[config.mk]
export PLATFORM = sky130hd
export DESIGN_NAME = tau_clock_select
export DESIGN_NICKNAME = d
export VERILOG_FILES = /design/src/common/tau_clk_pkg.sv /design/src/hdl/tau_prescaler.sv /design/src/hdl/tau_clock_select.sv
export VERILOG_INCLUDE_DIRS = /design/src /design/src/common
export SDC_FILE = /design/constraint.sdc
export NUM_CORES = 1
export LEC_CHECK = 0
export BUFFER_PORTS_ARGS = -buffer_cell sky130_fd_sc_hd__buf_4
export CORE_MARGIN = 8
export CORE_UTILIZATION = 55
export DETAILED_ROUTE_END_ITERATION = 10
export GPL_TIMING_DRIVEN = 0
export PLACE_DENSITY = 0.83
export SKIP_LAST_GASP = 1
export SLEW_MARGIN = 20
export SYNTH_ARGS = -nofsm -noshare
export SYNTH_HDL_FRONTEND = slang
export SYNTH_SLANG_ARGS = --single-unit
[constraint.sdc]
create_clock -name aclk -period 2.3 [get_ports aclk]
set_input_delay 0.46 -clock aclk [delete_from_list [all_inputs] [get_ports aclk]]
set_output_delay 0.46 -clock aclk [all_outputs]
set_load 0.02 [all_outputs]
[src/common/tau_clk_cfg.svh]
`ifndef TAU_CLK_CFG_SVH
`define TAU_CLK_CFG_SVH
// Register byte offsets on the AXI4-Lite bus
`define OFS_CLOCK_GATE      12'h000
`define OFS_PRESCALER       12'h004
`define OFS_CHAN_MODE       12'h008
`define OFS_STATUS          12'h00C
// Clock gate field
`define GATE_EN_BIT         0
// Prescaler select fields
`define PRS_A_LSB           0
`define PRS_B_LSB           4
`define PRS_C_LSB           8
`define PRS_D_LSB           12
// Writable prescaler bits; clocks c and d use two-bit fields
`define PRS_WMASK           16'h33FF
// Channel mode fields
`define CKS_LSB             14
`define CCS_BIT             12
`define MASTER_BIT          11
`define STS_LSB             8
`define CIS_LSB             6
`define MD_LSB              0
// Writable channel mode bits; 13, 5 and 4 stay zero
`define MODE_WMASK          16'hDFCF
// Reset values
`define GATE_RST            8'h00
`define PRS_RST             16'h0000
`define MODE_RST            16'h0000
// Bus responses
`define RESP_OKAY           2'h0
`define RESP_SLVERR         2'h2
`endif

[src/common/tau_clk_pkg.sv]
package tau_clk_pkg;
	// Input edge choices of a channel
	typedef enum logic [1:0] {EDGE_FALL, EDGE_RISE, EDGE_BOTH_L, EDGE_BOTH_H} edge_sel_t;
	// Bus write engine states
	typedef enum logic [1:0] {WR_IDLE, WR_RESP} wr_state_t;
endpackage

[src/hdl/tau_prescaler.sv]
`timescale 1ns/1ps
`include "tau_clk_cfg.svh"
// Free-running power-of-two divider with a one-cycle tick per divided period
module tau_prescaler
#(
	parameter int CNT_W = 15
)
(
	input  wire logic             aclk,
	input  wire logic             aresetn,
	input  wire logic             run,
	input  wire logic [CNT_W-1:0] count,
	output logic      [CNT_W:0]   ticks
);
	logic [CNT_W-1:0]      cnt_q;
	// Net, since each bit has its own continuous driver from the generate loop
	wire logic [CNT_W:0]   ticks_d;
	// Select value is not needed here; every divided tick is offered to the caller
	logic [CNT_W-1:0]      unused_count;

	// Counter stops when the unit clock is gated, and every tick drops low
	always_ff @(posedge aclk)
	begin
		if (!aresetn)
			cnt_q <= '0;
		else if (run)
			cnt_q <= cnt_q + 1'b1;
	end

	// Tick k fires when the low k bits are all ones; k = 0 fires every cycle
	genvar k;
	generate
		for (k = 0; k <= CNT_W; k++)
		begin : g_tick
			if (k == 0)
			begin : g_zero
				assign ticks_d[k] = run;
			end
			else
			begin : g_div
				assign ticks_d[k] = run && (&cnt_q[k-1:0]);
			end
		end
	endgenerate

	// Registered tick vector
	always_ff @(posedge aclk)
	begin
		if (!aresetn)
			ticks <= '0;
		else
			ticks <= ticks_d;
	end
	assign unused_count = count;
endmodule

[src/hdl/tau_clock_select.sv]
`timescale 1ns/1ps
`include "tau_clk_cfg.svh"
// Functional notes
// Gate bit zero enables unit clock
// Software enables clock before configuring
// Clock a divides system clock by 2^n
// Clock field picks a, c, b, d
// Count source: operation clock or pin edge
// Mode register fields, fixed zero bits
// Master flag makes channel zero master
// Clocks b, c, d from own fields
module tau_clock_select
	import tau_clk_pkg::*;
(
	input  wire logic        aclk,
	input  wire logic        aresetn,
	input  wire logic [11:0] s_axi_awaddr,
	input  wire logic        s_axi_awvalid,
	output logic             s_axi_awready,
	input  wire logic [31:0] s_axi_wdata,
	input  wire logic [3:0]  s_axi_wstrb,
	input  wire logic        s_axi_wvalid,
	output logic             s_axi_wready,
	output logic [1:0]       s_axi_bresp,
	output logic             s_axi_bvalid,
	input  wire logic        s_axi_bready,
	input  wire logic [11:0] s_axi_araddr,
	input  wire logic        s_axi_arvalid,
	output logic             s_axi_arready,
	output logic [31:0]      s_axi_rdata,
	output logic [1:0]       s_axi_rresp,
	output logic             s_axi_rvalid,
	input  wire logic        s_axi_rready,
	input  wire logic        timer_input_pin,
	output logic             unit_clock_on,
	output logic             channel_operation_tick,
	output logic             channel_count_tick,
	output logic             master_mode
);
	// Whole module state
	typedef struct packed {
		logic [7:0]  gate;
		logic [15:0] prs;
		logic [15:0] mode;
		logic        aw_got;
		logic [11:0] aw_addr;
		logic        w_got;
		logic [31:0] w_data;
		logic [3:0]  w_strb;
		logic        bvalid;
		logic [1:0]  bresp;
		logic        rvalid;
		logic [31:0] rdata;
		logic [1:0]  rresp;
		logic        pin_s1;
		logic        pin_s2;
		logic        pin_s3;
		logic        op_tick;
		logic        cnt_tick;
		logic        master;
		logic        clk_on;
	} state_t;

	state_t st_q;
	state_t st_d;
	logic [15:0] ticks;
	logic        pin_edge;
	logic        wr_fire;
	logic        ok_addr_w;
	logic        ok_addr_r;

	// Decode of mapped registers, shared by reads and writes
	function automatic logic mapped(input logic [11:0] a);
		if (a == `OFS_CLOCK_GATE)
			return 1'b1;
		else if (a == `OFS_PRESCALER)
			return 1'b1;
		else if (a == `OFS_CHAN_MODE)
			return 1'b1;
		else if (a == `OFS_STATUS)
			return 1'b1;
		else
			return 1'b0;
	endfunction

	// Byte-lane merge of a write into a stored value
	function automatic logic [31:0] merge(input logic [31:0] old, input logic [31:0] nw,
		input logic [3:0] strb);
		logic [31:0] r;
		r = old;
		for (int b = 0; b < 4; b++)
			if (strb[b])
				r[b*8 +: 8] = nw[b*8 +: 8];
		return r;
	endfunction

	// Pick one of sixteen divided ticks by a select value
	function automatic logic pick(input logic [15:0] t, input logic [3:0] sel);
		return t[sel];
	endfunction

	// Prescaler chain; one counter serves all four clocks since all divide by 2^n
	tau_prescaler #(
		.CNT_W (15)
	) u_prescaler (
		.aclk    (aclk),
		.aresetn (aresetn),
		// gate feeds divider
		.run     (st_q.gate[`GATE_EN_BIT]),
		.count   (st_q.prs[14:0]),
		.ticks   (ticks)
	);

	assign ok_addr_w = mapped(st_q.aw_addr);
	assign ok_addr_r = mapped(s_axi_araddr);
	assign wr_fire   = st_q.aw_got && st_q.w_got && !st_q.bvalid;

	// Valid pin edge from the synchronised pin, per selected edge mode
	always_comb
	begin
		pin_edge = 1'b0;
		case (edge_sel_t'(st_q.mode[`CIS_LSB +: 2]))
			EDGE_FALL:   pin_edge = st_q.pin_s3 && !st_q.pin_s2;
			EDGE_RISE:   pin_edge = !st_q.pin_s3 && st_q.pin_s2;
			default:     pin_edge = st_q.pin_s3 != st_q.pin_s2;
		endcase
	end

	// Next-state logic for bus, registers and clock selection
	always_comb
	begin
		logic [31:0] m;
		logic        opk;
		m   = '0;
		opk = 1'b0;
		st_d = st_q;
		// Pin synchroniser; s1 is read only by s2
		st_d.pin_s1 = timer_input_pin;
		st_d.pin_s2 = st_q.pin_s1;
		st_d.pin_s3 = st_q.pin_s2;
		// Address and data accepted in either order
		if (s_axi_awvalid && !st_q.aw_got)
		begin
			st_d.aw_got  = 1'b1;
			st_d.aw_addr = s_axi_awaddr;
		end
		if (s_axi_wvalid && !st_q.w_got)
		begin
			st_d.w_got  = 1'b1;
			st_d.w_data = s_axi_wdata;
			st_d.w_strb = s_axi_wstrb;
		end
		if (wr_fire)
		begin
			st_d.aw_got = 1'b0;
			st_d.w_got  = 1'b0;
			st_d.bvalid = 1'b1;
			st_d.bresp  = ok_addr_w ? `RESP_OKAY : `RESP_SLVERR;
			if (st_q.aw_addr == `OFS_CLOCK_GATE)
			begin
				m = merge({24'h000000, st_q.gate}, st_q.w_data, st_q.w_strb);
				st_d.gate = m[7:0];
			end
			else if (st_q.aw_addr == `OFS_PRESCALER)
			begin
				// unused prescaler bits held zero
				m = merge({16'h0000, st_q.prs}, st_q.w_data, st_q.w_strb);
				st_d.prs = m[15:0] & `PRS_WMASK;
			end
			else if (st_q.aw_addr == `OFS_CHAN_MODE)
			begin
				// fixed-zero mode bits masked
				m = merge({16'h0000, st_q.mode}, st_q.w_data, st_q.w_strb);
				st_d.mode = m[15:0] & `MODE_WMASK;
			end
		end
		if (st_q.bvalid && s_axi_bready)
			st_d.bvalid = 1'b0;
		// Read path: one read at a time, answered the cycle after arvalid
		if (s_axi_arvalid && !st_q.rvalid)
		begin
			st_d.rvalid = 1'b1;
			st_d.rresp  = ok_addr_r ? `RESP_OKAY : `RESP_SLVERR;
			if (s_axi_araddr == `OFS_CLOCK_GATE)
				st_d.rdata = {24'h000000, st_q.gate};
			else if (s_axi_araddr == `OFS_PRESCALER)
				st_d.rdata = {16'h0000, st_q.prs};
			else if (s_axi_araddr == `OFS_CHAN_MODE)
				st_d.rdata = {16'h0000, st_q.mode};
			else if (s_axi_araddr == `OFS_STATUS)
				st_d.rdata = {28'h0000000, st_q.master, st_q.cnt_tick, st_q.op_tick,
					st_q.clk_on};
			else
				st_d.rdata = '0;
		end
		else if (st_q.rvalid && s_axi_rready)
			st_d.rvalid = 1'b0;
		// operation clock chosen from four prescaled clocks
		case (st_q.mode[`CKS_LSB +: 2])
			// clock a divides by 2^field
			2'h0:    opk = pick(ticks, st_q.prs[`PRS_A_LSB +: 4]);
			// clock c from its two-bit field
			2'h1:    opk = pick(ticks, {2'h0, st_q.prs[`PRS_C_LSB +: 2]});
			2'h2:    opk = pick(ticks, st_q.prs[`PRS_B_LSB +: 4]);
			default: opk = pick(ticks, {2'h0, st_q.prs[`PRS_D_LSB +: 2]});
		endcase
		// no ticks while the unit clock is stopped
		st_d.clk_on  = st_q.gate[`GATE_EN_BIT];
		st_d.op_tick = opk && st_q.gate[`GATE_EN_BIT];
		// count source select
		if (st_q.mode[`CCS_BIT])
			st_d.cnt_tick = pin_edge && st_q.gate[`GATE_EN_BIT];
		else
			st_d.cnt_tick = opk && st_q.gate[`GATE_EN_BIT];
		// master flag drives master mode
		st_d.master = st_q.mode[`MASTER_BIT];
	end

	// State register
	always_ff @(posedge aclk)
	begin
		if (!aresetn)
		begin
			st_q      <= '0;
			st_q.gate <= `GATE_RST;
			st_q.prs  <= `PRS_RST;
			st_q.mode <= `MODE_RST;
		end
		else
			st_q <= st_d;
	end

	// Outputs straight from flip-flops
	assign s_axi_awready          = !st_q.aw_got;
	assign s_axi_wready           = !st_q.w_got;
	assign s_axi_bvalid           = st_q.bvalid;
	assign s_axi_bresp            = st_q.bresp;
	assign s_axi_arready          = !st_q.rvalid;
	assign s_axi_rvalid           = st_q.rvalid;
	assign s_axi_rdata            = st_q.rdata;
	assign s_axi_rresp            = st_q.rresp;
	assign unit_clock_on          = st_q.clk_on;
	assign channel_operation_tick = st_q.op_tick;
	assign channel_count_tick     = st_q.cnt_tick;
	assign master_mode            = st_q.master;
endmodule

==> metrics.md, run 1 <==
| Metric | Value |
|---|---|
| Core ar. | 0.009684 sq mm |
| IR Drop Worst-Case VDD | 0.0004249 V |
| Min Tclk post-route | approximately 1900 ps |
| Post-Syn Area | 0.005460 sq mm |
| Critical path origin | st_q[115]$_SDFFE_PN0P_ |
| Vias | 4327 |
| Finished Cell Area | 0.006858 sq mm |
| Post-DP HPWL | 9.422 mm |
| Critical path arrival | around 2300 ps |
| Global route overflow | 0 |
| Buf/Inv on CP | 1 |
| Synth area leaders | dfxtp_1, mux2i_1, nand2_1, nor2b_1, a21boi_0 |
| CTS Root Cell | clkbuf_8 |
| Final hold violations | 0 |
| Rel. slew slack | 0.5483 |
| # setup viols final | 0 |
| Setup TNS | 0 ps |
| Synth top area share | 0.4473 |
| GPL Wtd Cong | approximately 0.86 |
| CP top delay family | multiplexers |
| I/O pin count | 113 |
| First-pass GRT wire length | 21.56 mm |
| Hold path startpoint | timer_input_pin |
| Crit end category | flip-flop |
| # rows | 36 |
| Syn_area_per_cell | 9.579 sq um |
| Max Cap Violations | 0 |
| Vias/cell | 5.232 |
| YS warnings | 0 |
| Post-CTS sizing | 0 |
| EDFF count, synth | 0 |
| Post-DR wirelength/cell | 16.17 um |
| Skew-Pair Late Insertion Delay | 520 ps |
| Vias in the first global route | 4378 |
| Post-synthesis cell count | 570 |
| Hold Path Stages | 2 |
| Worst slew pin tran | 674.5 ps |
| Largest net degree at the start of global routing | 17 |
| Hold Crit Class | input pin to flip-flop |
| Max-slew violations | 0 |
| Antenna diode count | 0 |
| RSZ-0062 raised after global routing | no |
| Max Freq | 518.5 MHz |
| CTS H-tree depth | 4 |
| Layout cell share with drive strength beyond 1 | 0.2406 |
| Placed cells | between 700 and 800 |
| Crit path launch type | flip-flop |
| Setup Crit Path Kind | flip-flop to flip-flop |
| CTS tree | done |
| Inserted Clock Buffers | 17 |
| Worst path cell trace | buf_6, mux4_1, mux2i_1, o22a_2, a41oi_2, mux2_2 |
| Synth-to-layout area growth | 25.60% |
| # nets final | between 700 and 800 |
| Clk slew on worst S/H paths | ~60 ps |
| DRT iter0 DRCs | 255 |
| Top-count cell post-synth | dfxtp_1 |
| Detail Route Antenna Nets | 0 |
| Max stage delay on crit path | 560 ps |
| Initial antenna violation count | 0 |
| Outcome | complete, no violations |
| Pwr Density | 760.0 mW/mm^2 |
| Max stage delay cell, worst path | mux4_1 |
| Yosys top cell by area | dfxtp_1 |
| Placement Cell Area | 0.006254 sq mm |
| CTS Buffer Depth | 2 |
| Worst path depth | 6 |
| Synthesis-stage register bit count | approximately 120 |
| Post-synthesis sequential area ratio | 0.4473 |
| FF-to-FF Start | st_q[115]$_SDFFE_PN0P_ |
| Die Wd | 115.6 um |
| Crit Path Max Fanout | 6 |
| Total Power | 5212 uW |
| Reg2reg path depth | 6 |
| Ys flop type | dfxtp_1 |
| Flop-to-flop setup slack | 370 ps |
| GRT Util Overall | 0.2086 |
| Initial Util | 0.5638 |
| Fin crit share | 0.8385 |
| DRT Pass-1 Iters | 4 |
| Drt drc | 0 |
| Hold buffers post-CTS | 0 |
| Non-filler cells, final | 827 |
| Clock Skews | 8.020 ps |
| Worst Path Required | 2710 ps |
| FFs w/ async S/R, synth | 0 |
| DIE AREA | 0.01337 sq mm |
| Netlist cell types | ~40 |
| PortBufs | 75 |
| CTS sink cnt | 122 |
| Post-CTS Setup Bufs | 0 |
| Final WL | 13.37 mm |
| Die Span Y | approximately 120 um |
| Leak pwr | 0.003094 uW |
| Most frequent cells after synthesis | dfxtp_1, nand2_1, nor2b_1, mux2i_1, a21boi_0 |
==> sequential cells by signal (all words and copies together), names as in the netlist <==
name and cells:
st_q 64, s_axi_rdata 16, u_prescaler.ticks 16, u_prescaler.cnt_q 15
st_d 4, channel_count_tick 1, channel_operation_tick 1, master_mode 1
s_axi_bresp 1, s_axi_bvalid 1, s_axi_rresp 1, s_axi_rvalid 1
==> placed cells by master, fill, tap and decap left out, types with 4 or more instances in the layout <==
cell type	instances
dfxtp_1	122
and2_1	20
inv_1	8
mux2i_1	45
xnor2_1	7
nand3_1	11
mux4_2	5
mux2_2	6
nor4_1	4
nor2b_1	52
a21boi_0	38
mux4_1	4
clkbuf_1	21
buf_4	112
a22oi_1	11
o211a_1	4
conb_1	18
clkbuf_16	16
nor2_1	20
and3_1	16
ha_1	6
buf_2	5
o21ai_0	5
nand2_1	89
==> per-layer routing <==
layer | wire, um | vias up | share of wire | track usage
li1 | - | 2107 | - | -
met1 | 5522 | 2069 | 0.41 | 0.2302
met2 | 6786 | 130 | 0.51 | 0.3678
met3 | 799 | 21 | 0.060 | 0.05732
met4 | 261 | 0 | 0.020 | 0.09162
met5 | 0 | - | 0 | 0
==> through the flow <==
stage	worst slack [ps]	hold slack, ps	util
detailed placement	-142.2	431.3	0.6457
floorplan	488.4	411.9	-
CTS	188.0	142.8	0.7076
global route	264.1	134.1	0.7081
global placement	-106.8	428.8	0.6457
finish	371.4	156.7	0.7081
==> final cells by class <==
type,instances,area [sq um]
Fill cell,717,2826
Multi-Input combinational cell,393,2664
Sequential cell,122,2442
Timing Repair Buffer,75,563.0
Clock buffer,18,427.9
Buffer,64,392.9
Clock inverter,14,171.4
Tap cell,133,166.4
Inverter,8,30.03
==> power by group <==
group	total (uW)	switching, uW	leakage, uW	internal, uW
Sequential	2190	35.6	0.000989	2160
Combinational	345	181	0.00182	163
Clock	2670	990	0.000288	1680
Total	5210	1210	0.00309	4000
==> kinds of logic after synthesis <==
family,synth area share
AOI/OAI and AO/OA,0.09807
xor gates and xnor gates,0.01604
adders and majority gates,0.01375
buffers and inverters,0.07745
DFF,0.4473
muxes,0.1347
other,0.0006868
and+or+nand+nor,0.2120
==> path summary, 6_finish.rpt <==
check,endpoint
max,channel_count_tick$_SDFF_PN0_
min,st_d[5]$_SDFF_PN0_
max reg2reg,channel_count_tick$_SDFF_PN0_
min reg2reg,st_d[4]$_SDFF_PN0_
Note: power is estimated with default switching activity, not from simulation.
==> run 2, diff against run 1 <==
==> constraint.sdc (replaced) <==
create_clock -name aclk -period 1.8 [get_ports aclk]
set_input_delay 0.36 -clock aclk [delete_from_list [all_inputs] [get_ports aclk]]
set_output_delay 0.36 -clock aclk [all_outputs]
set_load 0.02 [all_outputs]
==> run 2 against run 1 <==
Compared with the run above:
- via count increased by 0.49%
- combinational power increased by 29%
- hold slack got worse by 100 ps
- largest cell class unchanged
- largest power group unchanged
- the run now ends with setup timing left
- die area unchanged
- clock power increased by 28%
- utilization increased by 0.62 points
- highest routed layer unchanged
- critical path type unchanged
==> metrics.md, run 2 (synthesized netlist as in run 1, its figures left out) <==
| Metric | Value |
|---|---|
| Hold Path Sink | st_d[5]$_SDFF_PN0_ |
| IR Drop Worst-Case VDD | 0.0005453 V (+28%) |
| Largest net degree at the start of global routing | 17 (unchanged) |
| # setup viols final | 1 (+1) |
| Initial antenna violation count | 0 (unchanged) |
| Total Power | 6677 uW (+28%) |
| Met3 GRT Util | 0.05784 (+0.0005211) |
| # nets final | 757 (+0.26%) |
| Vias | 4348 (+0.49%) |
| Crit Path Max Fanout | 5 (-1) |
| Min Tclk post-route | 1839 ps (-89.35 ps) |
| Filler Cell Count | 699 (-2.5%) |
| Flop-to-flop setup slack | -40 ps (-410 ps) |
| Worst path cell trace | buf_6, mux4_2, mux2i_2, o22a_2, a41oi_2, mux2_4 |
| Critical path origin | st_q[115]$_SDFFE_PN0P_ |
| Max-slew violations | 0 (unchanged) |
| Global-route met2 utilization | 0.3663 (-0.001550) |
| GPL Wtd Cong | 0.8559 (unchanged) |
| Non-filler cells, final | 830 (+0.36%) |
| Global Route met1 Usage | 0.2327 (+0.002529) |
| GRT busiest layer | met2 |
| Hold Crit Class | input pin to flip-flop |
| Placed cells | 795 (unchanged) |
| Initial Util | 0.5638 (unchanged) |
| Critical path arrival | 2250 ps (-90 ps) |
| Setup TNS | -39.27 ps (-39.27 ps) |
| FF-to-FF Start | st_q[115]$_SDFFE_PN0P_ |
| Post-DR wirelength/cell | 16.24 um (+0.47%) |
| Clock Skews | 7.483 ps (-0.5371 ps) |
| Max stage delay cell, worst path | mux4_2 |
| CTS Root Cell | clkbuf_8 |
| CTS sink cnt | 122 (unchanged) |
| Vias in the first global route | 4419 (+0.94%) |
| Commonest non-fill, non-tap cells in the layout | dfxtp_1, buf_4, nand2_1 |
| Crit end category | flip-flop |
| Drt drc | 0 (unchanged) |
| Skew-Pair Late Insertion Delay | 520 ps (about the same) |
| DIE AREA | 0.01337 sq mm (unchanged) |
| Outcome | finished, violations left |
| Detail Route Antenna Nets | 0 (unchanged) |
| Post-DP HPWL | 9.422 mm (unchanged) |
| Leak pwr | 0.003092 uW (about the same) |
| PortBufs | 75 (unchanged) |
| Final hold violations | 0 (unchanged) |
| Max Cap Violations | 0 (unchanged) |
| Synth-to-layout area growth | 26.70% |
| Clk slew on worst S/H paths | 60 ps (about the same) |
| Failing checks | setup timing |
| Global route overflow | 0 (unchanged) |
| Post-layout worst setup margin | -39.27 ps (-410.6 ps) |
| RSZ-0062 raised after global routing | yes |
| DRT iter0 DRCs | 291 (+14%) |
| Max Freq | 543.7 MHz (+4.9%) |
| CTS tree | done |
| CTS Buffer Depth | 2 (unchanged) |
| # rows | 36 (unchanged) |
| Die Span Y | 115.6 um (unchanged) |
| Core ar. | 0.009684 sq mm (unchanged) |
| Worst slew pin tran | 663.9 ps (-10.65 ps) |
| Vias/cell | 5.239 (+0.12%) |
| Max stage delay on crit path | 510 ps (-50 ps) |
| Pwr Density | 965.2 mW/mm^2 (+27%) |
| DRT Pass-1 Iters | 5 (+1) |
| Inserted Clock Buffers | 17 (unchanged) |
| First-pass GRT wire length | 21.65 mm (+0.42%) |
| Crit path launch type | flip-flop |
| Worst slack, placed | -542.2 ps (-400.0 ps) |
| Die Wd | 115.6 um (unchanged) |
| Reg2reg path depth | 6 (unchanged) |
| Setup Crit Path Kind | flip-flop to flip-flop |
| Commonest non-fill, non-tap cell in the layout | dfxtp_1 |
| Worst Path Required | 2210 ps (-500 ps) |
| Fin crit share | 1.022 (+0.1833) |
| Layout cell share with drive strength beyond 1 | 0.2557 (+0.01511) |
| I/O pin count | 113 (unchanged) |
| CTS H-tree depth | 4 (unchanged) |
| Final WL | 13.48 mm (+0.83%) |
| Critical R2R Capture | channel_count_tick$_SDFF_PN0_ |
| Hold Path Stages | 2 (unchanged) |
| Register with the most flip-flops | st_q |
| Rel. slew slack | 0.5536 (+0.005287) |
| Max FFs per register | 64 (unchanged) |
| Hold path startpoint | timer_input_pin |
| GRT Util Overall | 0.2096 (+0.0009917) |
## run 2: what timing repair did
| action | in CTS | in global routing |
|---|---|---|
| hold buffers | 0 | 0 |
| gates resized for setup | 7 | 9 |
| setup endpoints to repair | 15 | 29 |
| buffers inserted | 1 | 1 |
| pin swaps | 1 | 1 |
| cloned | 0 | 0 |
## run 2: area by class of cell
cell class	instances	area, sq um	area share
Timing Repair Buffer	77	578.1	0.08356
Buffer	64	397.9	0.05752
Clock inverter	14	171.4	0.02478
Tap cell	133	166.4	0.02406
Inverter	8	30.03	0.004341
Multi-Input combinational cell	393	2700	0.3903
Antenna cell	1	2.502	0.0003617
Sequential cell	122	2444	0.3532
Clock buffer	18	427.9	0.06186
## run 2: metrics by stage
step | cell area [sq um] | util | hold slack (ps)
floorplan | 5524 | - | 411.9
global placement | 6254 | 0.6457 | 428.8
detailed placement | 6254 | 0.6457 | 431.3
CTS | 6874 | 0.7098 | 42.76
global route | 6915 | 0.7141 | 34.11
finish | 6918 | 0.7143 | 56.19
## run 2: worst max-delay path: cells and delay by family, from the launching register on
family | cells | cell delay [ps]
mux | 3 | 980
flops | 1 | 330
compound gates | 2 | 290
buf+inv | 1 | 130
## run 2: worst max path at each step
stage	endpoint	slack (ps)	depth (start not counted)
global placement	s_axi_rdata[12]$_SDFFE_PN0P_	-510	6
global route	channel_count_tick$_SDFF_PN0_	-100	6
CTS	channel_count_tick$_SDFF_PN0_	-20	6
floorplan	s_axi_rdata[1]$_SDFFE_PN0P_	90	6
detailed placement	s_axi_rdata[12]$_SDFFE_PN0P_	-540	6
finish	channel_count_tick$_SDFF_PN0_	-40	6
## run 2: power breakdown
group / switching (uW) / leakage, uW / internal [uW]
Sequential: 47.0 / 0.000990 / 2760
Combinational: 235 / 0.00181 / 210
Clock: 1280 / 0.000288 / 2150
Total: 1560 / 0.00309 / 5120
## run 2: per-layer routing
layer	share of wire	vias up	wire length, um
li1	-	2112	-
met1	0.40	2057	5364
met2	0.51	145	6808
met3	0.073	34	982
met4	0.024	0	325
met5	0	-	0
